$ cat src/logic/ctl_chan_pkg.sv
// Shared constants and carrier types for the control-channel I2C support block
package ctl_chan_pkg;

	// ------------------------------------------------------------------
	// Register offsets
	// ------------------------------------------------------------------
	localparam logic [7:0] OFS_I2C_CONTROL_TWO      = 8'h06;
	localparam logic [7:0] OFS_REMOTE_SERIALIZER_ID = 8'h07;
	localparam logic [7:0] OFS_REMOTE_SLAVE_ADDR_0  = 8'h08;
	localparam logic [7:0] OFS_REMOTE_SLAVE_ADDR_1  = 8'h09;

	// ------------------------------------------------------------------
	// Reset values
	// ------------------------------------------------------------------
	localparam logic [7:0] RST_I2C_CONTROL_TWO      = 8'h00;
	localparam logic [7:0] RST_REMOTE_SERIALIZER_ID = 8'h00;
	localparam logic [7:0] RST_REMOTE_SLAVE_ADDR    = 8'h00;
	localparam logic [7:0] READ_ZERO                = 8'h00;

	// ------------------------------------------------------------------
	// Field positions
	// ------------------------------------------------------------------
	localparam int SEQ_ERR_BIT   = 7;
	localparam int SEQ_CLR_BIT   = 6;
	localparam int RSVD_BIT      = 5;
	localparam int SDA_DLY_HI    = 4;
	localparam int SDA_DLY_LO    = 3;
	localparam int WR_BLOCK_BIT  = 2;
	localparam int WD_FAST_BIT   = 1;
	localparam int WD_OFF_BIT    = 0;
	localparam int ADDR_HI       = 7;
	localparam int ADDR_LO       = 1;
	localparam int HOLD_BIT      = 0;
	localparam int ADDR_W        = 7;
	localparam int SDA_DLY_W     = 2;

	localparam logic [ADDR_W-1:0] ADDR_NONE = 7'h00;

	// ------------------------------------------------------------------
	// Timing
	// ------------------------------------------------------------------
	localparam int CLK_PERIOD_NS  = 100;
	localparam int WD_FAST_US     = 50;
	localparam int WD_SLOW_S      = 1;
	localparam int WD_CNT_W       = 24;
	localparam logic [WD_CNT_W-1:0] WD_FAST_CYC =
		WD_CNT_W'((WD_FAST_US * 1000) / CLK_PERIOD_NS);
	localparam logic [WD_CNT_W-1:0] WD_SLOW_CYC =
		WD_CNT_W'((WD_SLOW_S * 1000000000) / CLK_PERIOD_NS);
	localparam int SDA_BASE_NS    = 250;
	localparam int SDA_STEP_NS    = 50;
	localparam int RECOV_HALF_NS  = 5000;
	localparam int RECOV_HALF_CYC = (RECOV_HALF_NS + CLK_PERIOD_NS - 1) / CLK_PERIOD_NS;
	localparam int RECOV_PULSES   = 9;

	// ------------------------------------------------------------------
	// Carrier types
	// ------------------------------------------------------------------
	typedef struct packed {
		logic       wr;
		logic       rd;
		logic       remote;
		logic [7:0] addr;
		logic [7:0] wdata;
	} reg_req_t;

	typedef struct packed {
		logic              valid;
		logic [ADDR_W-1:0] addr;
	} txn_t;

endpackage

$ cat src/logic/sda_out_delay.sv
// Programmable SCL-to-SDA output delay line
`timescale 1ns/1ns
module sda_out_delay #(
	parameter int DEPTH = 4
) (
	// Clock and reset
	input  wire logic                                 clk,
	input  wire logic                                 arst_n,
	// Control
	input  wire logic [ctl_chan_pkg::SDA_DLY_W-1:0]   dly_code,
	input  wire logic                                 drive_low,
	// Delayed drive
	output logic                                      drive_low_dly
);
	import ctl_chan_pkg::*;

	logic [DEPTH-1:0] line_r;
	int               ns_v;
	int               tap_v;
	logic [1:0]       tap;

	always_ff @(posedge clk or negedge arst_n) begin
		if (!arst_n) begin
			line_r <= '0;
		end else begin
			line_r <= {line_r[DEPTH-2:0], drive_low};
		end
	end

	// Rounded up to whole cycles; line input, tap and pin flops add three
	always_comb begin
		ns_v  = SDA_BASE_NS + SDA_STEP_NS * int'(dly_code);
		tap_v = (ns_v + CLK_PERIOD_NS - 1) / CLK_PERIOD_NS - 3;
		if (tap_v < 0) begin
			tap_v = 0;
		end
		tap = tap_v[1:0];
	end

	always_ff @(posedge clk or negedge arst_n) begin
		if (!arst_n) begin
			drive_low_dly <= 1'b0;
		end else begin
			drive_low_dly <= line_r[tap];
		end
	end

endmodule // sda_out_delay

$ cat src/logic/bus_watchdog.sv
// I2C bus watchdog: idle detection and SCL clocking recovery
`timescale 1ns/1ns
module bus_watchdog #(
	parameter int                                 CNT_W    = ctl_chan_pkg::WD_CNT_W,
	parameter logic [ctl_chan_pkg::WD_CNT_W-1:0]  FAST_CYC = ctl_chan_pkg::WD_FAST_CYC,
	parameter logic [ctl_chan_pkg::WD_CNT_W-1:0]  SLOW_CYC = ctl_chan_pkg::WD_SLOW_CYC
) (
	// Clock and reset
	input  wire logic clk,
	input  wire logic arst_n,
	// Control
	input  wire logic wd_off,
	input  wire logic wd_fast,
	// Bus pins, asynchronous
	input  wire logic scl_in,
	input  wire logic sda_in,
	// Status and drive
	output logic      bus_free,
	output logic      recovering,
	output logic      scl_pull
);
	import ctl_chan_pkg::*;

	typedef enum logic [0:0] {
		WD_WATCH   = 1'b0,
		WD_RECOVER = 1'b1
	} wd_state_t;

	wd_state_t        state_r;
	logic             scl_m_r, scl_s_r, scl_p_r;
	logic             sda_m_r, sda_s_r, sda_p_r;
	logic [CNT_W-1:0] idle_r;
	logic [CNT_W-1:0] limit;
	logic [7:0]       half_r;
	logic [3:0]       pulses_r;
	logic             activity;

	always_ff @(posedge clk or negedge arst_n) begin
		if (!arst_n) begin
			{scl_m_r, scl_s_r, scl_p_r} <= 3'h7;
			{sda_m_r, sda_s_r, sda_p_r} <= 3'h7;
		end else begin
			scl_m_r <= scl_in;
			scl_s_r <= scl_m_r;
			scl_p_r <= scl_s_r;
			sda_m_r <= sda_in;
			sda_s_r <= sda_m_r;
			sda_p_r <= sda_s_r;
		end
	end

	assign activity = (scl_s_r ^ scl_p_r) | (sda_s_r ^ sda_p_r);
	assign limit    = wd_fast ? FAST_CYC : SLOW_CYC;
	assign recovering = (state_r == WD_RECOVER);

	always_ff @(posedge clk or negedge arst_n) begin
		if (!arst_n) begin
			state_r  <= WD_WATCH;
			idle_r   <= '0;
			bus_free <= 1'b0;
			scl_pull <= 1'b0;
			half_r   <= 8'h00;
			pulses_r <= 4'h0;
		end else begin
			unique case (state_r)
				WD_WATCH: begin
					scl_pull <= 1'b0;
					if (wd_off || activity) begin
						idle_r   <= '0;
						bus_free <= 1'b0;
					end else if (idle_r >= limit - 1'b1) begin
						if (sda_s_r) begin
							bus_free <= 1'b1;
						end else if (!bus_free) begin
							state_r  <= WD_RECOVER;
							half_r   <= 8'h00;
							pulses_r <= 4'h0;
						end
					end else begin
						idle_r <= idle_r + 1'b1;
					end
				end
				WD_RECOVER: begin
					if (wd_off) begin
						scl_pull <= 1'b0;
						state_r  <= WD_WATCH;
						idle_r   <= '0;
					end else if (half_r == 8'(RECOV_HALF_CYC - 1)) begin
						half_r   <= 8'h00;
						scl_pull <= !scl_pull;
						if (scl_pull) begin
							pulses_r <= pulses_r + 1'b1;
							if (pulses_r == 4'(RECOV_PULSES - 1)) begin
								state_r <= WD_WATCH;
								idle_r  <= '0;
							end
						end
					end else begin
						half_r <= half_r + 1'b1;
					end
				end
			endcase
		end
	end

endmodule // bus_watchdog

$ cat src/logic/ctl_channel_i2c_remap_regs.sv
// Control-channel I2C support: registers, ID load, alias remap, bus watchdog
//
// Function
// - Sequence error sets read-only flag bit 7
// - Writing one to bit 6 clears flag
// - SDA delay 250 to 400 ns, 50 ns steps; rounded up here to whole cycles, 300 or 400 ns
// - Block bit rejects remote writes to registers
// - Block bit leaves remote slave access untouched
// - Watchdog expires 50 us fast, 1 s slow
// - Watchdog disable bit stops watchdog
// - SDA high and idle means bus free
// - SDA low and idle: nine SCL pulses
// - Serializer ID in 7:1, zero blocks access
// - Serializer ID auto-loads after receive lock
// - Freeze bit stops automatic ID loading
// - Slot 0 address replaces alias 0 matches
// - Slot 1 remaps alias 1 likewise
// - Alias compare detects remote target, zero disables
// - Forward only when pass-through and decode match
`timescale 1ns/1ns
module ctl_channel_i2c_remap_regs #(
	parameter logic [ctl_chan_pkg::WD_CNT_W-1:0] WD_FAST_CYC = ctl_chan_pkg::WD_FAST_CYC,
	parameter logic [ctl_chan_pkg::WD_CNT_W-1:0] WD_SLOW_CYC = ctl_chan_pkg::WD_SLOW_CYC,
	parameter int                                SDA_DEPTH   = 4
) (
	// Clock and reset
	input  wire logic                                 clk,
	input  wire logic                                 arst_n,

	// Register access from the serial control slave
	input  wire ctl_chan_pkg::reg_req_t               reg_req,
	output logic [7:0]                                reg_rdata,
	output logic                                      reg_rvalid,
	output logic                                      reg_wr_rejected,

	// Forward channel events
	input  wire logic                                 seq_err_evt,
	input  wire logic                                 rx_lock,
	input  wire logic                                 id_load_valid,
	input  wire logic [ctl_chan_pkg::ADDR_W-1:0]      id_load_value,

	// Local transaction address decode
	input  wire logic                                 pass_through_en,
	input  wire logic [ctl_chan_pkg::ADDR_W-1:0]      alias_0,
	input  wire logic [ctl_chan_pkg::ADDR_W-1:0]      alias_1,
	input  wire ctl_chan_pkg::txn_t                   txn_in,
	output ctl_chan_pkg::txn_t                        txn_fwd,
	output logic                                      txn_local,

	// I2C pins
	input  wire logic                                 scl_in,
	output logic                                      scl_out,
	output logic                                      scl_oe,
	input  wire logic                                 sda_in,
	output logic                                      sda_out,
	output logic                                      sda_oe,
	input  wire logic                                 sda_drive_low,
	input  wire logic                                 scl_drive_low,

	// Watchdog status
	output logic                                      bus_free,
	output logic                                      bus_recovering
);
	import ctl_chan_pkg::*;

	// ------------------------------------------------------------------
	// Register storage
	// ------------------------------------------------------------------
	logic                 seq_err_r;
	logic                 seq_clr_r;
	logic [SDA_DLY_W-1:0] sda_dly_r;
	logic                 wr_block_r;
	logic                 wd_fast_r;
	logic                 wd_off_r;
	logic [ADDR_W-1:0]    far_serializer_addr_r;
	logic                 far_addr_hold_r;
	logic [7:0]           remote_slave_addr_0_r;
	logic [7:0]           remote_slave_addr_1_r;

	logic                 wr_ok;
	logic                 wr_ctl;
	logic                 wr_far;
	logic                 lock_seen_r;
	logic [7:0]           rdata_nxt;

	logic                 wd_free;
	logic                 wd_recov;
	logic                 wd_scl_pull;
	logic                 sda_low_dly;

	// ------------------------------------------------------------------
	// Write qualification
	// ------------------------------------------------------------------
	// Only register writes are gated; a remote master reaching slaves on
	// this side never arrives here, so it is unaffected by the block bit.
	assign wr_ok  = reg_req.wr && !(reg_req.remote && wr_block_r);
	assign wr_ctl = wr_ok && (reg_req.addr == OFS_I2C_CONTROL_TWO);
	assign wr_far = wr_ok && (reg_req.addr == OFS_REMOTE_SERIALIZER_ID);

	always_ff @(posedge clk or negedge arst_n) begin
		if (!arst_n) begin
			reg_wr_rejected <= 1'b0;
		end else begin
			reg_wr_rejected <= reg_req.wr && reg_req.remote && wr_block_r;
		end
	end

	// ------------------------------------------------------------------
	// Control register two
	// ------------------------------------------------------------------
	always_ff @(posedge clk or negedge arst_n) begin
		if (!arst_n) begin
			seq_clr_r  <= RST_I2C_CONTROL_TWO[SEQ_CLR_BIT];
			sda_dly_r  <= RST_I2C_CONTROL_TWO[SDA_DLY_HI:SDA_DLY_LO];
			wr_block_r <= RST_I2C_CONTROL_TWO[WR_BLOCK_BIT];
			wd_fast_r  <= RST_I2C_CONTROL_TWO[WD_FAST_BIT];
			wd_off_r   <= RST_I2C_CONTROL_TWO[WD_OFF_BIT];
		end else if (wr_ctl) begin
			seq_clr_r  <= reg_req.wdata[SEQ_CLR_BIT];
			sda_dly_r  <= reg_req.wdata[SDA_DLY_HI:SDA_DLY_LO];
			wr_block_r <= reg_req.wdata[WR_BLOCK_BIT];
			wd_fast_r  <= reg_req.wdata[WD_FAST_BIT];
			wd_off_r   <= reg_req.wdata[WD_OFF_BIT];
		end
	end

	// Set wins over a clear in the same cycle so no error is lost
	always_ff @(posedge clk or negedge arst_n) begin
		if (!arst_n) begin
			seq_err_r <= RST_I2C_CONTROL_TWO[SEQ_ERR_BIT];
		end else if (seq_err_evt) begin
			seq_err_r <= 1'b1;
		end else if (wr_ctl && reg_req.wdata[SEQ_CLR_BIT]) begin
			seq_err_r <= 1'b0;
		end
	end

	// ------------------------------------------------------------------
	// Remote serializer ID
	// ------------------------------------------------------------------
	// Lock must be seen before any supplied ID is taken; losing lock rearms
	always_ff @(posedge clk or negedge arst_n) begin
		if (!arst_n) begin
			lock_seen_r <= 1'b0;
		end else begin
			lock_seen_r <= rx_lock;
		end
	end

	// Software write takes priority over a load in the same cycle, which
	// is what software expects when it sets the freeze bit alongside
	always_ff @(posedge clk or negedge arst_n) begin
		if (!arst_n) begin
			far_serializer_addr_r <= RST_REMOTE_SERIALIZER_ID[ADDR_HI:ADDR_LO];
			far_addr_hold_r       <= RST_REMOTE_SERIALIZER_ID[HOLD_BIT];
		end else if (wr_far) begin
			far_serializer_addr_r <= reg_req.wdata[ADDR_HI:ADDR_LO];
			far_addr_hold_r       <= reg_req.wdata[HOLD_BIT];
		end else if (id_load_valid && lock_seen_r && rx_lock && !far_addr_hold_r) begin
			far_serializer_addr_r <= id_load_value;
		end
	end

	// ------------------------------------------------------------------
	// Remote slave physical address slots
	// ------------------------------------------------------------------
	always_ff @(posedge clk or negedge arst_n) begin
		if (!arst_n) begin
			remote_slave_addr_0_r <= RST_REMOTE_SLAVE_ADDR;
			remote_slave_addr_1_r <= RST_REMOTE_SLAVE_ADDR;
		end else if (wr_ok) begin
			if (reg_req.addr == OFS_REMOTE_SLAVE_ADDR_0) begin
				remote_slave_addr_0_r <= reg_req.wdata;
			end
			if (reg_req.addr == OFS_REMOTE_SLAVE_ADDR_1) begin
				remote_slave_addr_1_r <= reg_req.wdata;
			end
		end
	end

	// ------------------------------------------------------------------
	// Register read
	// ------------------------------------------------------------------
	always_comb begin
		rdata_nxt = READ_ZERO;
		unique case (reg_req.addr)
			OFS_I2C_CONTROL_TWO: begin
				rdata_nxt[SEQ_ERR_BIT]            = seq_err_r;
				rdata_nxt[SEQ_CLR_BIT]            = seq_clr_r;
				rdata_nxt[RSVD_BIT]               = 1'b0;
				rdata_nxt[SDA_DLY_HI:SDA_DLY_LO]  = sda_dly_r;
				rdata_nxt[WR_BLOCK_BIT]           = wr_block_r;
				rdata_nxt[WD_FAST_BIT]            = wd_fast_r;
				rdata_nxt[WD_OFF_BIT]             = wd_off_r;
			end
			OFS_REMOTE_SERIALIZER_ID: begin
				rdata_nxt = {far_serializer_addr_r, far_addr_hold_r};
			end
			OFS_REMOTE_SLAVE_ADDR_0: begin
				rdata_nxt = remote_slave_addr_0_r;
			end
			OFS_REMOTE_SLAVE_ADDR_1: begin
				rdata_nxt = remote_slave_addr_1_r;
			end
			default: begin
				rdata_nxt = READ_ZERO;
			end
		endcase
	end

	always_ff @(posedge clk or negedge arst_n) begin
		if (!arst_n) begin
			reg_rdata  <= READ_ZERO;
			reg_rvalid <= 1'b0;
		end else begin
			reg_rvalid <= reg_req.rd;
			if (reg_req.rd) begin
				reg_rdata <= rdata_nxt;
			end
		end
	end

	// ------------------------------------------------------------------
	// Address decode and remap toward the serializer
	// ------------------------------------------------------------------
	// A zero alias or zero serializer ID never matches, so a general call
	// address can not leak across the link through an unset slot.
	always_ff @(posedge clk or negedge arst_n) begin
		if (!arst_n) begin
			txn_fwd   <= '0;
			txn_local <= 1'b0;
		end else begin
			txn_fwd.valid <= 1'b0;
			txn_local     <= 1'b0;
			if (txn_in.valid) begin
				if (pass_through_en && alias_0 != ADDR_NONE && txn_in.addr == alias_0) begin
					txn_fwd.valid <= 1'b1;
					txn_fwd.addr  <= remote_slave_addr_0_r[ADDR_HI:ADDR_LO];
				end else if (pass_through_en && alias_1 != ADDR_NONE
				             && txn_in.addr == alias_1) begin
					txn_fwd.valid <= 1'b1;
					txn_fwd.addr  <= remote_slave_addr_1_r[ADDR_HI:ADDR_LO];
				end else if (pass_through_en && far_serializer_addr_r != ADDR_NONE
				             && txn_in.addr == far_serializer_addr_r) begin
					txn_fwd.valid <= 1'b1;
					txn_fwd.addr  <= txn_in.addr;
				end else begin
					txn_local <= 1'b1;
				end
			end
		end
	end

	// ------------------------------------------------------------------
	// Bus watchdog and SDA output delay
	// ------------------------------------------------------------------
	bus_watchdog #(
		.CNT_W    (WD_CNT_W),
		.FAST_CYC (WD_FAST_CYC),
		.SLOW_CYC (WD_SLOW_CYC)
	) u_bus_watchdog (
		.clk        (clk),
		.arst_n     (arst_n),
		.wd_off     (wd_off_r),
		.wd_fast    (wd_fast_r),
		.scl_in     (scl_in),
		.sda_in     (sda_in),
		.bus_free   (wd_free),
		.recovering (wd_recov),
		.scl_pull   (wd_scl_pull)
	);

	sda_out_delay #(
		.DEPTH (SDA_DEPTH)
	) u_sda_out_delay (
		.clk           (clk),
		.arst_n        (arst_n),
		.dly_code      (sda_dly_r),
		.drive_low     (sda_drive_low),
		.drive_low_dly (sda_low_dly)
	);

	// ------------------------------------------------------------------
	// Pin and status outputs
	// ------------------------------------------------------------------
	// Open-drain pins: the output level is always low, enable pulls
	always_ff @(posedge clk or negedge arst_n) begin
		if (!arst_n) begin
			scl_out        <= 1'b0;
			scl_oe         <= 1'b0;
			sda_out        <= 1'b0;
			sda_oe         <= 1'b0;
			bus_free       <= 1'b0;
			bus_recovering <= 1'b0;
		end else begin
			scl_out        <= 1'b0;
			scl_oe         <= scl_drive_low | wd_scl_pull;
			sda_out        <= 1'b0;
			sda_oe         <= sda_low_dly;
			bus_free       <= wd_free;
			bus_recovering <= wd_recov;
		end
	end

endmodule // ctl_channel_i2c_remap_regs

$ cat config.mk
export PLATFORM = sky130hd
export DESIGN_NAME = ctl_channel_i2c_remap_regs
export DESIGN_NICKNAME = d
export VERILOG_FILES = /design/src/logic/ctl_chan_pkg.sv /design/src/logic/sda_out_delay.sv /design/src/logic/bus_watchdog.sv /design/src/logic/ctl_channel_i2c_remap_regs.sv
export SDC_FILE = /design/constraint.sdc
export NUM_CORES = 1
export LEC_CHECK = 0
export BUFFER_PORTS_ARGS = -buffer_cell sky130_fd_sc_hd__buf_2
export CAP_MARGIN = 10
export CORE_MARGIN = 1.5
export CORE_UTILIZATION = 55
export CTS_CLUSTER_DIAMETER = 100
export DETAILED_ROUTE_END_ITERATION = 10
export PLACE_DENSITY = 0.82
export SLEW_MARGIN = 20
export SYNTH_ARGS = -nofsm -noshare
export SYNTH_HDL_FRONTEND = slang
export SYNTH_SLANG_ARGS = --single-unit
$ cat constraint.sdc
create_clock -name clk -period 9.95 [get_ports clk]
set_input_delay 1.4925 -clock clk [delete_from_list [all_inputs] [get_ports clk]]
set_output_delay 1.4925 -clock clk [all_outputs]
set_load 0.1 [all_outputs]
Yosys cells after proc, flatten, opt, wreduce, memory -nomap -nowiden
Index checks and enable logic that the tools add are counted.
{"block": "word_totals", "regBits": 105, "latchBits": 0, "ram_bits": 0, "romBits": 0, "out_inout_bits": 25, "wordCells": 162, "mem_count": 0}
{"block": "classes", "add_sub_neg": 8, "mul": 1, "n_div": 1, "magnitude_cmp": 3, "eq_ne": 20, "n_shift": 0, "n_mux": 54, "n_bitwise": 5, "n_reduce_logical": 35}
{"operator": "2-to-1 mux 24 bit", "n": 7}
{"operator": "2-to-1 mux 8 bit", "n": 10}
{"operator": "case mux 24 bit (2 select lines)", "n": 1}
{"operator": "adder 32 x 8 -> 32 bit, second input constant", "n": 1}
{"operator": "adder 9 x 32 -> 32 bit, first input constant", "n": 1}
{"operator": "divider 32 x 8 -> 32 bit, second input constant", "n": 1}
{"operator": "< comparator 32 x 1 -> 1 bit, second input constant", "n": 1}
{"operator": "case mux 8 bit (4 select lines)", "n": 1}
{"operator": "subtractor 32 x 2 -> 32 bit, second input constant", "n": 1}
{"operator": "subtractor 32 x 3 -> 32 bit, second input constant", "n": 1}
{"operator": "2-to-1 mux 4 bit", "n": 7}
{"operator": "adder 24 x 1 -> 24 bit, second input constant", "n": 1}
{"operator": "greater-or-equal comparator 24 bit", "n": 1}
{"operator": "subtractor 24 x 1 -> 24 bit, second input constant", "n": 1}
{"operator": "equality test 7 bit", "n": 3}
{"operator": "nonzero test 7 bit", "n": 3}
{"operator": "2-to-1 mux 1 bit", "n": 20}
{"operator": "equality test 8 x 3 -> 1 bit, second input constant", "n": 2}
{"operator": "equality test 8 x 4 -> 1 bit, second input constant", "n": 2}
{"operator": "logical AND 1 bit", "n": 16}
{"operator": "case mux 8 bit (2 select lines)", "n": 1}
{"operator": "2-to-1 mux 7 bit", "n": 2}
{"operator": "!= test 2 bit, second input constant", "n": 5}
{"operator": "adder 8 x 1 -> 8 bit, second input constant", "n": 1}
{"operator": "other kinds (24)", "n": 37}

Depth between registers and ports, before layout
Gate-level depths: netlist (run 1).
{"block": "depth", "depth_word": 10, "depth_mapped": 15}

Modules after synthesis
From an unflattened synthesis (run 1), not the netlist that was laid out.
{"block": "unflattened", "hier_cells": 632, "hier_area_um2": 6369.9}
{"module": "bus_watchdog", "instances": 1, "cells_each": 303, "area_per_inst_um2": 2808.9, "seq_area_each_um2": 1133.6}
{"module": "ctl_channel_i2c_remap_regs", "instances": 1, "cells_each": 239, "area_per_inst_um2": 2762.6, "seq_area_each_um2": 1376.3}
{"module": "sda_out_delay", "instances": 1, "cells_each": 90, "area_per_inst_um2": 798.3, "seq_area_each_um2": 125.1}

Worst setup path before layout (run 1)
No wires, ideal clock.
{"block": "synth_timing", "path_kind": "in2reg", "from": "input alias_0[3] in the netlist's numbering", "to": "register txn_fwd[0] in the netlist's numbering", "setup_time_ps": 95, "t_arrival_ps": 3610, "required_time_ps": 9855, "path_slack_ps": 6245, "cell_stages": 10, "n_path_buf": 1, "cell_sequence": "or4_1 nor3_1 nor3_1 a21oi_1 nor3_1 or3_1 nand2_1 buf_2 nand2_1 o31ai_1"}
{"block": "synth_via", "elab_chain_cells": 5, "word_cells_on_any_way": 7, "classes_between": "eq/ne: 1; mux: 1; reduce/logical: 5"}
{"item": "from (decl)", "line": "ctl_channel_i2c_remap_regs.sv:44", "source": "input wire logic [ctl_chan_pkg::ADDR_W-1:0] alias_0,"}
{"item": "nonzero test 7 bit", "line": "ctl_channel_i2c_remap_regs.sv:236", "source": "if (pass_through_en && alias_0 != ADDR_NONE && txn_in.addr == alias_0) begin"}
{"item": "logical AND 1 bit", "line": "ctl_channel_i2c_remap_regs.sv:236"}
{"item": "logical AND 1 bit *", "line": "ctl_channel_i2c_remap_regs.sv:236"}
{"item": "nonzero test 3 bit (no line)"}
{"item": "AND reduction 2 bit (no line)"}
{"item": "to (decl)", "line": "ctl_channel_i2c_remap_regs.sv:47", "source": "output ctl_chan_pkg::txn_t txn_fwd,"}
Every way passes the cells marked *; elsewhere a longest branch is shown, timed or not.
A chain may end at the register's enable or synchronous reset.

Worst setup path after layout (run 1)
{"block": "layout_timing", "from": "register sda_dly_r[1]", "to": "register u_sda_out_delay.drive_low_dly"}
{"block": "layout_via", "elab_chain_cells": 10}
{"item": "from (decl)", "line": "ctl_channel_i2c_remap_regs.sv:71", "source": "logic [SDA_DLY_W-1:0] sda_dly_r;"}
{"item": "from (signal assigned)", "line": "ctl_channel_i2c_remap_regs.sv:114", "source": "sda_dly_r <= RST_I2C_CONTROL_TWO[SDA_DLY_HI:SDA_DLY_LO];"}
{"item": "from (signal assigned)", "line": "ctl_channel_i2c_remap_regs.sv:120", "source": "sda_dly_r <= reg_req.wdata[SDA_DLY_HI:SDA_DLY_LO];"}
{"item": "multiplier 5 x 2 -> 7 bit *", "line": "sda_out_delay.sv:32", "source": "ns_v = SDA_BASE_NS + SDA_STEP_NS * int'(dly_code);"}
{"item": "adder 9 x 32 -> 32 bit *", "line": "sda_out_delay.sv:32"}
{"item": "adder 32 x 8 -> 32 bit *", "line": "sda_out_delay.sv:33", "source": "tap_v = (ns_v + CLK_PERIOD_NS - 1) / CLK_PERIOD_NS - 3;"}
{"item": "subtractor 32 x 2 -> 32 bit *", "line": "sda_out_delay.sv:33"}
{"item": "divider 32 x 8 -> 32 bit *", "line": "sda_out_delay.sv:33"}
{"item": "subtractor 32 x 3 -> 32 bit *", "line": "sda_out_delay.sv:33"}
{"item": "< comparator 32 x 1 -> 1 bit", "line": "sda_out_delay.sv:34", "source": "if (tap_v < 0) begin"}
{"item": "2-to-1 mux 2 bit *", "line": "sda_out_delay.sv:34"}
{"item": "binary-select mux 1 bit (select 2 bit) *", "line": "sda_out_delay.sv:44", "source": "drive_low_dly <= line_r[tap];"}
{"item": "2-to-1 mux 1 bit (not written as such) *", "line": "sda_out_delay.sv:44"}
{"item": "to (signal assigned)", "line": "sda_out_delay.sv:44"}
{"item": "to (decl)", "line": "sda_out_delay.sv:13", "source": "output logic drive_low_dly"}
Every way passes the cells marked *; elsewhere a longest branch is shown, timed or not. The select of a mux whose other input is x is not followed.

==> results of run 1 <==
-- synthesized netlist by cell type (all sizes together), types with 5 or more instances --
master | instances | share of area (%)
o22a | 6 | 0.88
nor3 | 18 | 1.5
dfrtp | 99 | 41
o21ai | 33 | 2.9
nand2b | 7 | 0.73
a221oi | 12 | 1.9
xnor2 | 30 | 4.4
nor2 | 56 | 3.5
a21o | 8 | 1.0
dfstp | 6 | 2.6
a31oi | 5 | 0.52
and2 | 7 | 0.77
o22ai | 7 | 0.73
mux2i | 19 | 3.2
buf | 6 | 0.54
clkbuf | 9 | 0.56
o31ai | 13 | 1.6
nor2b | 6 | 0.63
nand2 | 53 | 3.3
a21oi | 20 | 1.7
or3 | 5 | 0.52
nor4 | 14 | 1.5
nand4 | 10 | 1.0
xor2 | 10 | 1.5
ha | 25 | 5.2
mux2 | 20 | 3.8
inv | 26 | 1.6
and3 | 9 | 0.94
nand3 | 30 | 2.5
-- layer usage --
metal	vias up	track usage, %	wire, um
met4	0	7.905	237
met3	26	5.387	878
met1	2500	34.27	6015
li1	2391	-	-
met5	-	0	0
met2	168	41.77	6818
-- kinds of logic after synthesis --
kind of cell	count (synthesis)	synth area share, %
xor+xnor	40	5.856
buf+inv	41	2.740
fa+ha+maj	25	5.229
compound gates	132	15.69
mux	39	7.007
simple gates	232	19.31
other cells	2	0.1255
flops	105	44.05
-- sequential cells by signal, summed over array words and instances (netlist names), 2 cells and up --
| register | count |
|---|---|
| u_sda_out_delay.line_r | 4 |
| far_serializer_addr_r | 7 |
| txn_fwd | 8 |
| sda_dly_r | 2 |
| remote_slave_addr_0_r | 8 |
| remote_slave_addr_1_r | 8 |
| u_bus_watchdog.idle_r | 24 |
| reg_rdata | 8 |
| u_bus_watchdog.pulses_r | 4 |
| u_bus_watchdog.half_r | 8 |
-- through the flow --
stage	setup WS (ns)	instance area (sq um)	instances	power [mW]	hold slack, ns
floorplan	6.245	5986	617	0.6035	0.3312
global placement	6.033	6507	820	0.6517	0.3392
global route	5.816	6743	836	0.9925	0.3711
finish	6.071	6743	836	0.9480	0.3583
detailed placement	5.893	6507	820	0.6595	0.3387
CTS	6.144	6729	836	0.9554	0.3617
-- worst min-delay path by stage --
stage                                                        from                                to  slack, ns  cells after the start
after floorplan           u_sda_out_delay.drive_low_dly$_DFF_PN0_                  sda_oe$_DFF_PN0_       0.33                      0
after global placement    u_sda_out_delay.drive_low_dly$_DFF_PN0_                  sda_oe$_DFF_PN0_       0.34                      0
after detailed placement  u_sda_out_delay.drive_low_dly$_DFF_PN0_                  sda_oe$_DFF_PN0_       0.34                      0
after CTS                 u_sda_out_delay.drive_low_dly$_DFF_PN0_                  sda_oe$_DFF_PN0_       0.36                      0
after global routing             u_bus_watchdog.scl_m_r$_DFF_PN1_  u_bus_watchdog.scl_s_r$_DFF_PN1_       0.37                      0
final                     u_sda_out_delay.drive_low_dly$_DFF_PN0_                  sda_oe$_DFF_PN0_       0.36                      0
-- cells in the final DEF, fill, tap and decap left out, drive strengths merged, types with 3 or more instances in the layout --
master and count:
a21o 8, nor3 18, a31oi 5, inv 27, or3 5, nand2b 7, conb 3, nor2 56
ha 25, o22a 6, nand3 30, nand4 10, o31ai 13, nor2b 6, dfstp 6, mux2 20
clkbuf 12, buf 82, xnor2 30, nor4 14, a221oi 12, a22o 3, o21ai 33, xor2 10
o41ai 4, or2 4, and3 9, nand2 53, dfrtp 99, o22ai 7, a21oi 20, mux2i 19
and2 7
-- power by group --
group / leakage (nW) / total [mW] / switching, mW / internal [mW]
clock network: 0.107 / 0.295 / 0.145 / 0.150
logic: 1.65 / 0.189 / 0.114 / 0.0750
registers: 1.38 / 0.464 / 0.0192 / 0.445
total: 3.13 / 0.948 / 0.278 / 0.670
-- layout make-up --
cell class | instances | area (sq um)
fillers | 804 | 3674
multi-input cells | 471 | 3201
flip-flops and latches | 105 | 2635
repair buffers | 82 | 417.9
well taps | 136 | 170.2
clock buffers | 12 | 145.1
inverters | 26 | 97.59
clock inverters | 4 | 76.32
-- worst max-delay path, cell delays in order, from the launching register on --
cell,delay (ns)
dfrtp_1,0.47
inv_1,0.25
ha_1,0.32
nor2b_1,0.19
o21ai_2,0.12
inv_1,0.19
ha_1,0.28
nor2_1,0.22
nand4_1,0.16
a221o_1,0.35
a21o_1,0.18
and2_2,0.20
a221oi_2,0.31
mux2_4,0.33
o211a_1,0.20
==> results by stage, run 1 <==
Layout:
- The area growth from synthesis to layout is 12.72%.
- The net total in the final layout is 778.
- In the final layout, the share of cells above drive strength 1 is 20.43%.
- The number of inserted diodes is 0.
- Cells fill 64.73% of the core in the end.

Critical path:
- For the worst setup path, the data arrival time is 4.15 ns.
- The worst setup path is launched from a flop.
- The startpoint of the most critical register-to-register path is sda_dly_r[1]$_DFFE_PN0P_.
- The number of cells traversed by the worst register-to-register path is 14.
- The worst setup path endpoint is u_sda_out_delay.drive_low_dly$_DFF_PN0_.
- The worst register-to-register path ends at u_sda_out_delay.drive_low_dly$_DFF_PN0_.
- The biggest fanout along the worst timing path is 8.
- The most critical setup path has its startpoint at sda_dly_r[1]$_DFFE_PN0P_.
- The critical path capture point type is a flop.
- The setup check on the worst reg-to-reg path leaves a slack of 6.07 ns.
- The required time reported for the critical path endpoint is 10.22 ns.
- The classification of the worst setup path is reg -> reg.

Clocking:
- The maximum number of buffers from clock root to sink is 2.
- After clock tree synthesis, the repair step resized 0 gates.
- The H-tree generated during clock tree synthesis spans 3 levels.
- The number of hold buffers added after CTS is 0.
- Clock latency on the worst-skew pair, taken at its later pin, is 0.37 ns.
- TritonCTS built the clock tree.
- In this run the post-CTS setup repair buffer count came out at 0.
- The number of sinks driven by the clock tree is 105.
- The buffer type at the clock tree root is clkbuf_8.
- The number of buffers inserted during clock tree synthesis is 9.
- The clock edge transition at the registers on the reported setup and hold paths is 0.09 ns.

STA:
- On the final layout, the worst clock skew is 0.01235 ns.
- The headroom to the max-slew limit is 42.03%.
- The number of hold-slack violations in the final timing report is 0.
- The max-slew violation total from the final report is 0.
- Timing would allow up to 0.2578 GHz.
- The final critical path takes up 38.99% of the cycle.
- The final critical path time including I/O delays and setup is 3.879 ns.
- Setup repair after global routing left no endpoint under its margin.
- Setup violations remaining at the end of the flow were counted as 0.
- At the pin with the least slew margin, the transition time is 0.8696 ns.
- After routing, the total negative slack on setup checks comes to 0 ns.

Floorplan:
- In this run the horizontal extent of the chip is 107.3 um.
- The floorplan step set the die height to 107.3 um.
- The core region is 10420 sq um.
- For this configuration, the core starts out at a cell density of 57.43%.
- The number of rows in the core area is 37.
- For this design the top-level I/O count stands at 83.
- The die footprint is 11510 sq um.

Routing:
- The initial detailed-routing violation count is 402.
- The routed layout has 5085 vias.
- The count of nets left with antenna violations once routing finished came out at 0.
- The total routed wirelength is 13950 um.
- After detailed routing, the average wire length per cell comes to 16.69 um.
- The via density per instance is 6.083.
- After detailed routing, the number of remaining DRC violations is 0.
- The pre-antenna-repair detailed-routing pass consisted of 5 iterations.

Synth:
- Summing the sequential cell areas from Yosys gives 44.05% of the chip area.
- The yosys synthesis warning count is 0.
- The commonest register cell after synthesis is dfrtp_1.
- The count of state elements after synthesis is 105.
- In the synthesized netlist the async set-or-reset flop fraction comes to 100.0%.
- The count of flip-flops with a built-in enable after synthesis is 0.
- The summed instance area of the synthesized netlist is 5982 sq um.
- Counting every instance in the synthesized netlist gives 616.
- The netlist uses 70 different library cells.
- Dividing the synthesized area by the synthesized cell count gives 9.711 sq um.

Worst hold path:
- The path category of the worst min-delay check is reg -> reg.

Run status:
- The run finished with clean final reports.

Global route:
- The total global-route track usage is 25.60%.
- The total congestion overflow after global routing is 0.
- The via count of the first global-routing pass came to 5054.
- The pin count of the biggest net entering global routing is 72.
- The number of antenna violations at the first check in global routing is 0.
- The global-route wire length before repair is 23670 um.

Pwr:
- Power spread over the standard cell area amounts to 140.6 nW/um^2.
- Across the VDD grid, the largest voltage drop is 0.08033 mV.
- The analysis attributes to cell leakage a power of 3.134 nW.

Placed design:
- Input and output buffers added on the ports amount to 80.
- Detailed placement finished with a half-perimeter wire length of 10100 um.
- At the end of routability-driven placement, the weighted congestion stood at 0.8986.

Job:
- The total of max-cap violations is 0.
Note: power is estimated with default switching activity, not from simulation.
==> run 2: changes to the inputs <==
- ABC_AREA: default -> 1
- PLACE_DENSITY: 0.82 -> 0.81
- clock period: 9.95 -> 3.9 ns (I/O delays scaled with it)
==> run 2 against run 1 <==
Against the previous run: routed wire length rose by 8.0%; non-clock buffer count is 7 higher; count of clock-buffer cells in the layout is 1 lower; design area up 8.0%; first-iteration DRC count rose by 11%; setup slack got worse by 5.8 ns; via count is 14% higher; die area rose by 6.6%; power rose to 3.0 times the previous value; largest power group unchanged.
==> results by stage, run 2 <==
Run status:
- The run finished with clean final reports.

STA:
- The maximum clock skew at final layout is 0.007939 ns.
- The smallest clock period supported by the final layout is computed as 3.633 ns.
- Setup repair after global routing left no endpoint under its margin.
- The actual transition at the worst max-transition pin is 0.7677 ns.
- The number of hold-slack violations in the final timing report is 0.
- The headroom to the max-slew limit is 48.42%.
- Summed over all failing endpoints, the final setup total negative slack is 0 ns.
- The setup violation total in the final timing report is 0.
- The maximum frequency from static timing analysis is 0.2752 GHz.
- The share of the clock period used by the worst path is 93.16%.
- The max-slew violation total from the final report is 0.

Synth:
- By area the synthesized netlist is led by dfrtp_1, nand2_1, inv_1.
- The sequential share of the synthesized area is 41.25%.
- In the synthesized netlist the dominant register cell turns out to be dfrtp_1.
- The share of Yosys cell area claimed by the top area cell type is 38.78%.
- nand2_1 is the most common cell in the netlist.
- The synthesized netlist occupies a cell area of 6389 sq um.
- Of the total synthesized cell area, the portion taken by full adders, half adders and majority gates is 4.896%.
- The XOR/XNOR share of the synthesized area is 2.468%.
- Averaged over all synthesized cells, the footprint is 7.810 sq um.
- The main combinational cell family by area after synthesis is simple AND/OR/NAND/NOR gates.
- In this run, synthesis inferred 0 flip-flops with an integrated enable.
- The synthesized design spends more area on one cell type than any other, namely dfrtp_1.
- After Yosys synthesis, and, or, nand and nor cells account for 28.05% of the synthesized area.
- Synthesis produced a netlist whose cell count is 818.
- The area fraction in compound gates after synthesis is 13.63%.
- By count the netlist is led by nand2_1, inv_1, dfrtp_1, nor2_1.
- The async set or reset register ratio after synthesis is 100.0%.
- After synthesis the netlist holds a flip-flop and latch count of 105.
- Synthesis instantiated 57 different standard cells from the library.
- The yosys synthesis warning count is 0.
- Of the post-synthesis cell area, the part taken by muxes is 1.410%.

Layout:
- Of the cells placed in the final design, the portion with a size suffix greater than 1 is 17.14%.
- The post-route standard cell area excluding fillers is 7283 sq um.
- Compared with the post-synthesis result, the final layout area differs by 14.00%.
- The core utilization of the finished layout is 64.06%.
- The final standard cell count with taps included and fillers excluded is 1053.
- Leaving out fill and tap cells, the most frequent cells in the layout are nand2_1, inv_1, dfrtp_1.
- The number of flip-flops under the largest register name is 24.
- Fill cells in the final layout number 1007.
- The most flop-heavy register is u_bus_watchdog.idle_r.
- The repair_antennas step left the layout with diodes totalling 0.
- The net total in the final layout is 988.
- Summing all multi-input logic gate instances after layout gives 3246 sq um.
- The library cell used most frequently in the layout, excluding fill and tap cells, is nand2_1.
- The area taken by flip-flops and latches is 2636 sq um.

Clocking:
- The H-tree generated during clock tree synthesis spans 3 levels.
- TritonCTS built the clock tree.
- After clock tree synthesis, the flow added hold-fix buffers numbering 0.
- The number of buffers inserted during clock tree synthesis is 9.
- The number of sinks driven by the clock tree is 105.
- The clock passes through at most 2 buffers.
- The buffer type at the clock tree root is clkbuf_16.
- The clock edge transition at the registers on the reported setup and hold paths is 0.07 ns.
- The worst-skew pair later-pin latency is 0.35 ns.
- Buffers added to address setup during post-CTS repair amount to 0.
- The count of cells resized by post-cts repair is 0.

Global route:
- The total global-route track usage is 25.49%.
- The via count of the first global-routing pass is 5507.
- The first global-routing pass estimated 25770 um of wire.
- After global routing the overflow that remains totals 0.
- Entering global routing, the biggest net connects 59 pins.
- The number of antenna violations at the first check in global routing is 0.

Routing:
- Detailed routing inserted a total of 5808 vias.
- For this run, the detailed router's first-pass iteration total came to 5.
- The total routed wirelength is 15070 um.
- The detailed-route wire length per cell is 14.31 um.
- The initial detailed-routing violation count is 448.
- After detailed routing, the number of vias per cell comes to 5.516.
- The DRC violation count after routing is 0.
- In this run the remaining antenna-violating nets after routing total 0.

Floorplan:
- The initialized floorplan defines 39 standard-cell rows.
- The number of placed I/O pins is 83.
- The die covers 12270 sq um.
- The width of the chip is 110.8 um.
- In this run the vertical extent of the chip is 110.8 um.
- The floorplan core area is 11370 sq um.
- The effective utilization at floorplan is 56.19%.

Critical path:
- At the worst endpoint, the arrival time is 3.88 ns.
- Setup slack on the worst reg-to-reg path comes out at 0.27 ns.
- The number of cells on the worst reg-to-reg path is 24.
- The worst setup path is of the reg -> reg kind.
- The capture instance of the worst register-to-register path is u_sda_out_delay.drive_low_dly$_DFF_PN0_.
- The biggest fanout along the worst timing path is 9.
- The startpoint of the most critical register-to-register path is sda_dly_r[1]$_DFFE_PN0P_.
- The element type at the critical path start is a flop.
- The required time reported for the critical path endpoint is 4.14 ns.
- The critical path capture point type is a flop.

Pwr:
- The leakage power of the design is 3.495 nW.
- Across the VDD grid, the largest voltage drop is 0.2756 mV.
- The power density over the cells is 385.4 nW/um^2.
- Power comes to 2.807 mW.

Placed design:
- The placed instances occupy a cell area of 6973 sq um.
- The HPWL after detailed placement is 11330 um.
- The number of I/O port buffers is 80.
- After detailed placement, the design holds a cell count of 1037.
- The final weighted congestion of routability-driven global placement is 0.9309.

Job:
- The total of max-cap violations is 0.

Worst hold path:
- The path category of the worst min-delay check is in -> async.
==> run 2: cell count changes after synthesis, moves of 9 or more <==
cell / change
mux2_2: -11
o21ai_0: +28
mux2i_1: -19
and3_1: -9
nand2_2: +9
nand4_1: +9
o31ai_1: -12
inv_1: +89
nand2_1: +128
xnor2_1: -24
nand3_1: +28
==> run 2: routing by layer <==
layer,track usage (%),routed length (um),vias up
met3,3.663,699,24
met1,35.72,7021,2709
li1,-,-,2911
met4,8.205,277,0
met5,0,0,-
met2,41.07,7068,164
==> run 2: cell type report <==
class | count | share of cell area (%)
clock buffer | 11 | 3.333
clock inverter | 5 | 0.7559
inverter | 121 | 6.236
multi-input combinational | 579 | 44.56
sequential | 105 | 36.20
tap | 143 | 2.457
timing repair buffer | 89 | 6.459
==> run 2: cells by family (layout without fill, tap and decap cells) <==
kind of cell	after synthesis	after routing
XOR/XNOR	18	18
multiplexers	8	8
buffers and inverters	135	226
flip-flops	105	105
AND/OR/NAND/NOR	385	385
AO/OA/AOI/OAI	140	140
other	2	3
adder cells (fa/ha/maj)	25	25
==> run 2: through the flow <==
| stage | worst slack (ns) | hold WS (ns) |
|---|---|---|
| final | 0.2668 | 0.2902 |
| after global routing | 0.001986 | 0.3214 |
| after CTS | 0.1844 | 0.3251 |
| after detailed placement | 0.2005 | 0.3364 |
| after global placement | 0.3824 | 0.3332 |
| after floorplan | 0.7758 | 0.2894 |
==> run 2: where the power goes <==
group / switching, mW / internal, mW
logic: 0.514 / 0.168
clock network: 0.399 / 0.513
registers: 0.0552 / 1.16
==> run 2: worst max-delay path, stage by stage, from the launching register on <==
cell and delay, ns:
dfrtp_2 0.48, inv_1 0.19, ha_2 0.29, nand2_1 0.08, nand2_1 0.08, nand2_2 0.09, inv_2 0.11, ha_1 0.23
inv_1 0.05, nand2_1 0.07, a21boi_2 0.25, nand4_4 0.20, buf_4 0.22, o21ai_2 0.09, inv_2 0.06, nor2_4 0.13
nand3_4 0.13, o21ai_0 0.11, nand3_1 0.14, nor2_4 0.17, nand3_1 0.12, nand2_1 0.09, nand2_1 0.05, nand2_1 0.06
nand2_1 0.04
==> run 2: worst max-delay path by stage <==
stage,startpoint,to,slack [ns],cells after the start
after detailed placement,sda_dly_r[1]$_DFFE_PN0P_,u_sda_out_delay.drive_low_dly$_DFF_PN0_,0.20,24
final,sda_dly_r[1]$_DFFE_PN0P_,u_sda_out_delay.drive_low_dly$_DFF_PN0_,0.27,24
after CTS,sda_dly_r[1]$_DFFE_PN0P_,u_sda_out_delay.drive_low_dly$_DFF_PN0_,0.18,24
after floorplan,sda_dly_r[1]$_DFFE_PN0P_,u_sda_out_delay.drive_low_dly$_DFF_PN0_,0.78,24
after global placement,sda_dly_r[1]$_DFFE_PN0P_,u_sda_out_delay.drive_low_dly$_DFF_PN0_,0.38,24
after global routing,sda_dly_r[1]$_DFFE_PN0P_,u_sda_out_delay.drive_low_dly$_DFF_PN0_,0.002,24
==> run 3: changes to the inputs <==
- ABC_AREA: 1 -> default
- PLACE_DENSITY: 0.81 -> 0.82
==> run 3 against run 2 <==
Against the previous run: first-iteration DRC count shrank 9.8%; critical path depth shrank 9; via count shrank 12%; fmax shrank 1.0%.
==> results by stage, run 3 (same netlist as run 1, synthesis figures left out) <==
Routing:
- The count of TritonRoute iterations in the first routing pass is 7.
- The total routed wirelength is 14140 um.
- The initial detailed-routing violation count is 404.
- The post-detailed-route count of antenna-violating nets is 0.
- The routed layout has 5109 vias.
- The DRC violation count after routing is 0.
- After detailed routing, the number of vias per cell comes to 6.068.
- Dividing the detail-routed wire length by the instance count gives 16.79 um.

Worst hold path:
- The path with the worst hold slack has its endpoint at u_bus_watchdog.sda_m_r$_DFF_PN1_.
- The hold path depth is 1.
- The path class of the tightest hold or removal check is in -> reg.
- The worst hold path begins at sda_in.

STA:
- The number of hold-slack violations in the final timing report is 0.
- The worst pin sits at a relative slew slack of 34.45%.
- The setup violation total in the final timing report is 0.
- The max-slew violation total from the final report is 0.
- The final worst hold slack is 0.2979 ns.
- For the pin with the worst max-slew slack, the measured transition is 0.9767 ns.
- Setup repair after global routing left no endpoint under its margin.
- The worst path in the final design needs a cycle of 3.671 ns, including I/O delays and setup.
- After layout, the worst path uses 94.13% of the clock period.
- The maximum frequency from static timing analysis is 0.2724 GHz.
- The setup total negative slack is 0 ns.
- Across the routed clock network, the largest skew measured is 0.01763 ns.

Layout:
- The number of flip-flops under the largest register name is 24.
- The most flop-heavy register is u_bus_watchdog.idle_r.
- For this run, the post-layout net count is 784.
- The relative area change from synthesis to final layout is 13.78%.
- 0 antenna diodes ended up in the layout.
- The library cells used most frequently in the layout, excluding fill and tap cells, are dfrtp_1, buf_2, nor2_1.
- The fraction of final layout cells sized beyond drive strength 1 is 21.39%.
- The library cell used most frequently in the layout, excluding fill and tap cells, is dfrtp_1.

Critical path:
- The worst path arrival time is 4.00 ns.
- The maximum single-stage delay on the critical path is 0.53 ns.
- The path length in cells of the critical path is 15.
- The setup slack of the worst register-to-register path is 0.23 ns.
- Together, buffers and inverters on the worst path number 2.
- The largest individual stage delay along the critical path comes from the cell or4b_1.
- The critical path capture point type is a flop.
- The cell class contributing the biggest share of worst-path delay is simple AND/OR/NAND/NOR gates.
- In this run the critical register-to-register path is captured at u_sda_out_delay.drive_low_dly$_DFF_PN0_.
- The signal on the critical path passes through inv_2 > ha_2 > nor2b_1 > o21ai_2 > inv_2 > ha_1 > nor2_1 > nand4_1 > a221o_1 > a21o_1 > and2_2 > xnor2_1 > or4b_1 > nand3b_1 > o211a_1.
- The critical path's most frequent cell is inv_2.
- In this run the worst path has a maximum fanout of 8.
- In this run the critical register-to-register path is launched from sda_dly_r[1]$_DFFE_PN0P_.
- The element type at the critical path start is a flop.
- Measured in cells, the most critical reg-to-reg path has a length of 15.
- The required time reported for the critical path endpoint is 4.23 ns.
- The classification of the worst setup path is reg -> reg.

Global route:
- Across every metal layer, demand over resource in global routing totals 25.75%.
- The pin count of the biggest net entering global routing is 72.
- The via count of the first global-routing pass is 4923.
- The global routing stage identified its most utilized layer as met2.
- The routing usage on met3 is 5.327%.
- The total congestion overflow after global routing is 0.
- In the global route stage, met1 resource usage came out at 33.12%.
- The first global-routing pass estimated 23480 um of wire.
- The number of antenna violations at the first check in global routing is 0.
- For met2 alone, demand over resource in global routing was 42.31%.

Clocking:
- The tree built by TritonCTS fans out to 105 sinks.
- Clock latency on the worst-skew pair, taken at its later pin, is 0.39 ns.
- The clock tree synthesis step divided the H-tree into 3 levels.
- The clock passes through at most 2 buffers.
- The buffer type at the clock tree root is clkbuf_8.
- TritonCTS built the clock tree.
- Clock-pin slew was measured on the worst setup and hold paths at 0.10 ns.
- Buffers added to address setup during post-CTS repair amount to 0.
- The number of buffers inserted during clock tree synthesis is 9.

Job:
- The total of max-cap violations is 0.

Floorplan:
- The die covers 11510 sq um.
- The effective utilization at floorplan is 57.43%.
- The die is 107.3 um tall.
- The floorplan core area is 10420 sq um.
- The number of rows in the core area is 37.
- The width of the chip is 107.3 um.
- The number of placed I/O pins is 83.

Run status:
- The flow ran to the end, and the final reports show no timing, DRC or antenna violations.

Placed design:
- The number of I/O port buffers is 80.
- The final weighted congestion of routability-driven global placement is 0.8865.
- The half-perimeter wire length after detailed placement is 10350 um.

Pwr:
- Summed over all cells, the static leakage comes to 3.171 nW.
- The power density over the cells is 367.9 nW/um^2.
- The worst vdd rail ir drop is 0.2837 mV.
[run 3: worst max path at each step]
stage                             start                                       to  slack (ns)
2_1_floorplan  sda_dly_r[1]$_DFFE_PN0P_  u_sda_out_delay.drive_low_dly$_DFF_PN0_        0.47
3_3_place_gp   sda_dly_r[1]$_DFFE_PN0P_  u_sda_out_delay.drive_low_dly$_DFF_PN0_        0.32
3_5_place_dp   sda_dly_r[1]$_DFFE_PN0P_  u_sda_out_delay.drive_low_dly$_DFF_PN0_        0.12
4_1_cts        sda_dly_r[1]$_DFFE_PN0P_  u_sda_out_delay.drive_low_dly$_DFF_PN0_        0.08
5_1_grt        sda_dly_r[1]$_DFFE_PN0P_  u_sda_out_delay.drive_low_dly$_DFF_PN0_        0.02
6_report       sda_dly_r[1]$_DFFE_PN0P_  u_sda_out_delay.drive_low_dly$_DFF_PN0_        0.23
[run 3: metal layers]
layer,vias to the layer above,routed length [um]
met3,32,898
met2,191,6899
met1,2476,5975
met5,-,0
li1,2410,-
met4,0,362
[run 3: worst register-to-register path, cell delays in order (launching register included)]
cell      delay (ns)
dfrtp_1         0.49
inv_2           0.18
ha_2            0.27
nor2b_1         0.19
o21ai_2         0.13
inv_2           0.14
ha_1            0.26
nor2_1          0.20
nand4_1         0.15
a221o_1         0.34
a21o_1          0.17
and2_2          0.20
xnor2_1         0.14
or4b_1          0.53
nand3b_1        0.10
o211a_1         0.14
[run 3: area by class of cell]
| type | count | area (sq um) |
|---|---|---|
| clock buffer | 9 | 123.9 |
| clock inverter | 7 | 127.6 |
| fill | 814 | 3610 |
| inverter | 26 | 97.59 |
| multi-input combinational | 471 | 3189 |
| sequential | 105 | 2635 |
| tap | 136 | 170.2 |
| timing repair buffer | 88 | 462.9 |
[run 3: timing repair]
item / CTS / global route
hold buffers: 0 / 0
resized for setup: 0 / 3
setup endpoints to repair: 0 / 1
[run 3: power by group]
part | internal [mW] | total [mW] | switching (mW)
Clock | 0.434 | 0.832 | 0.398
Sequential | 1.14 | 1.18 | 0.0488
Combinational | 0.194 | 0.488 | 0.294
Total | 1.76 | 2.50 | 0.741
[run 3: through the flow]
step           utilization (%)  area [sq um]  power, mW  setup slack [ns]  cells
2_1_floorplan                -          5986      1.540            0.4686    617
3_3_place_gp             62.91          6553      1.659            0.3172    826
4_1_cts                  65.32          6804      2.515           0.08021    842
3_5_place_dp             62.91          6553      1.685            0.1158    826
5_1_grt                  65.35          6807      2.607           0.02400    842
6_report                 65.35          6807      2.504            0.2289    842
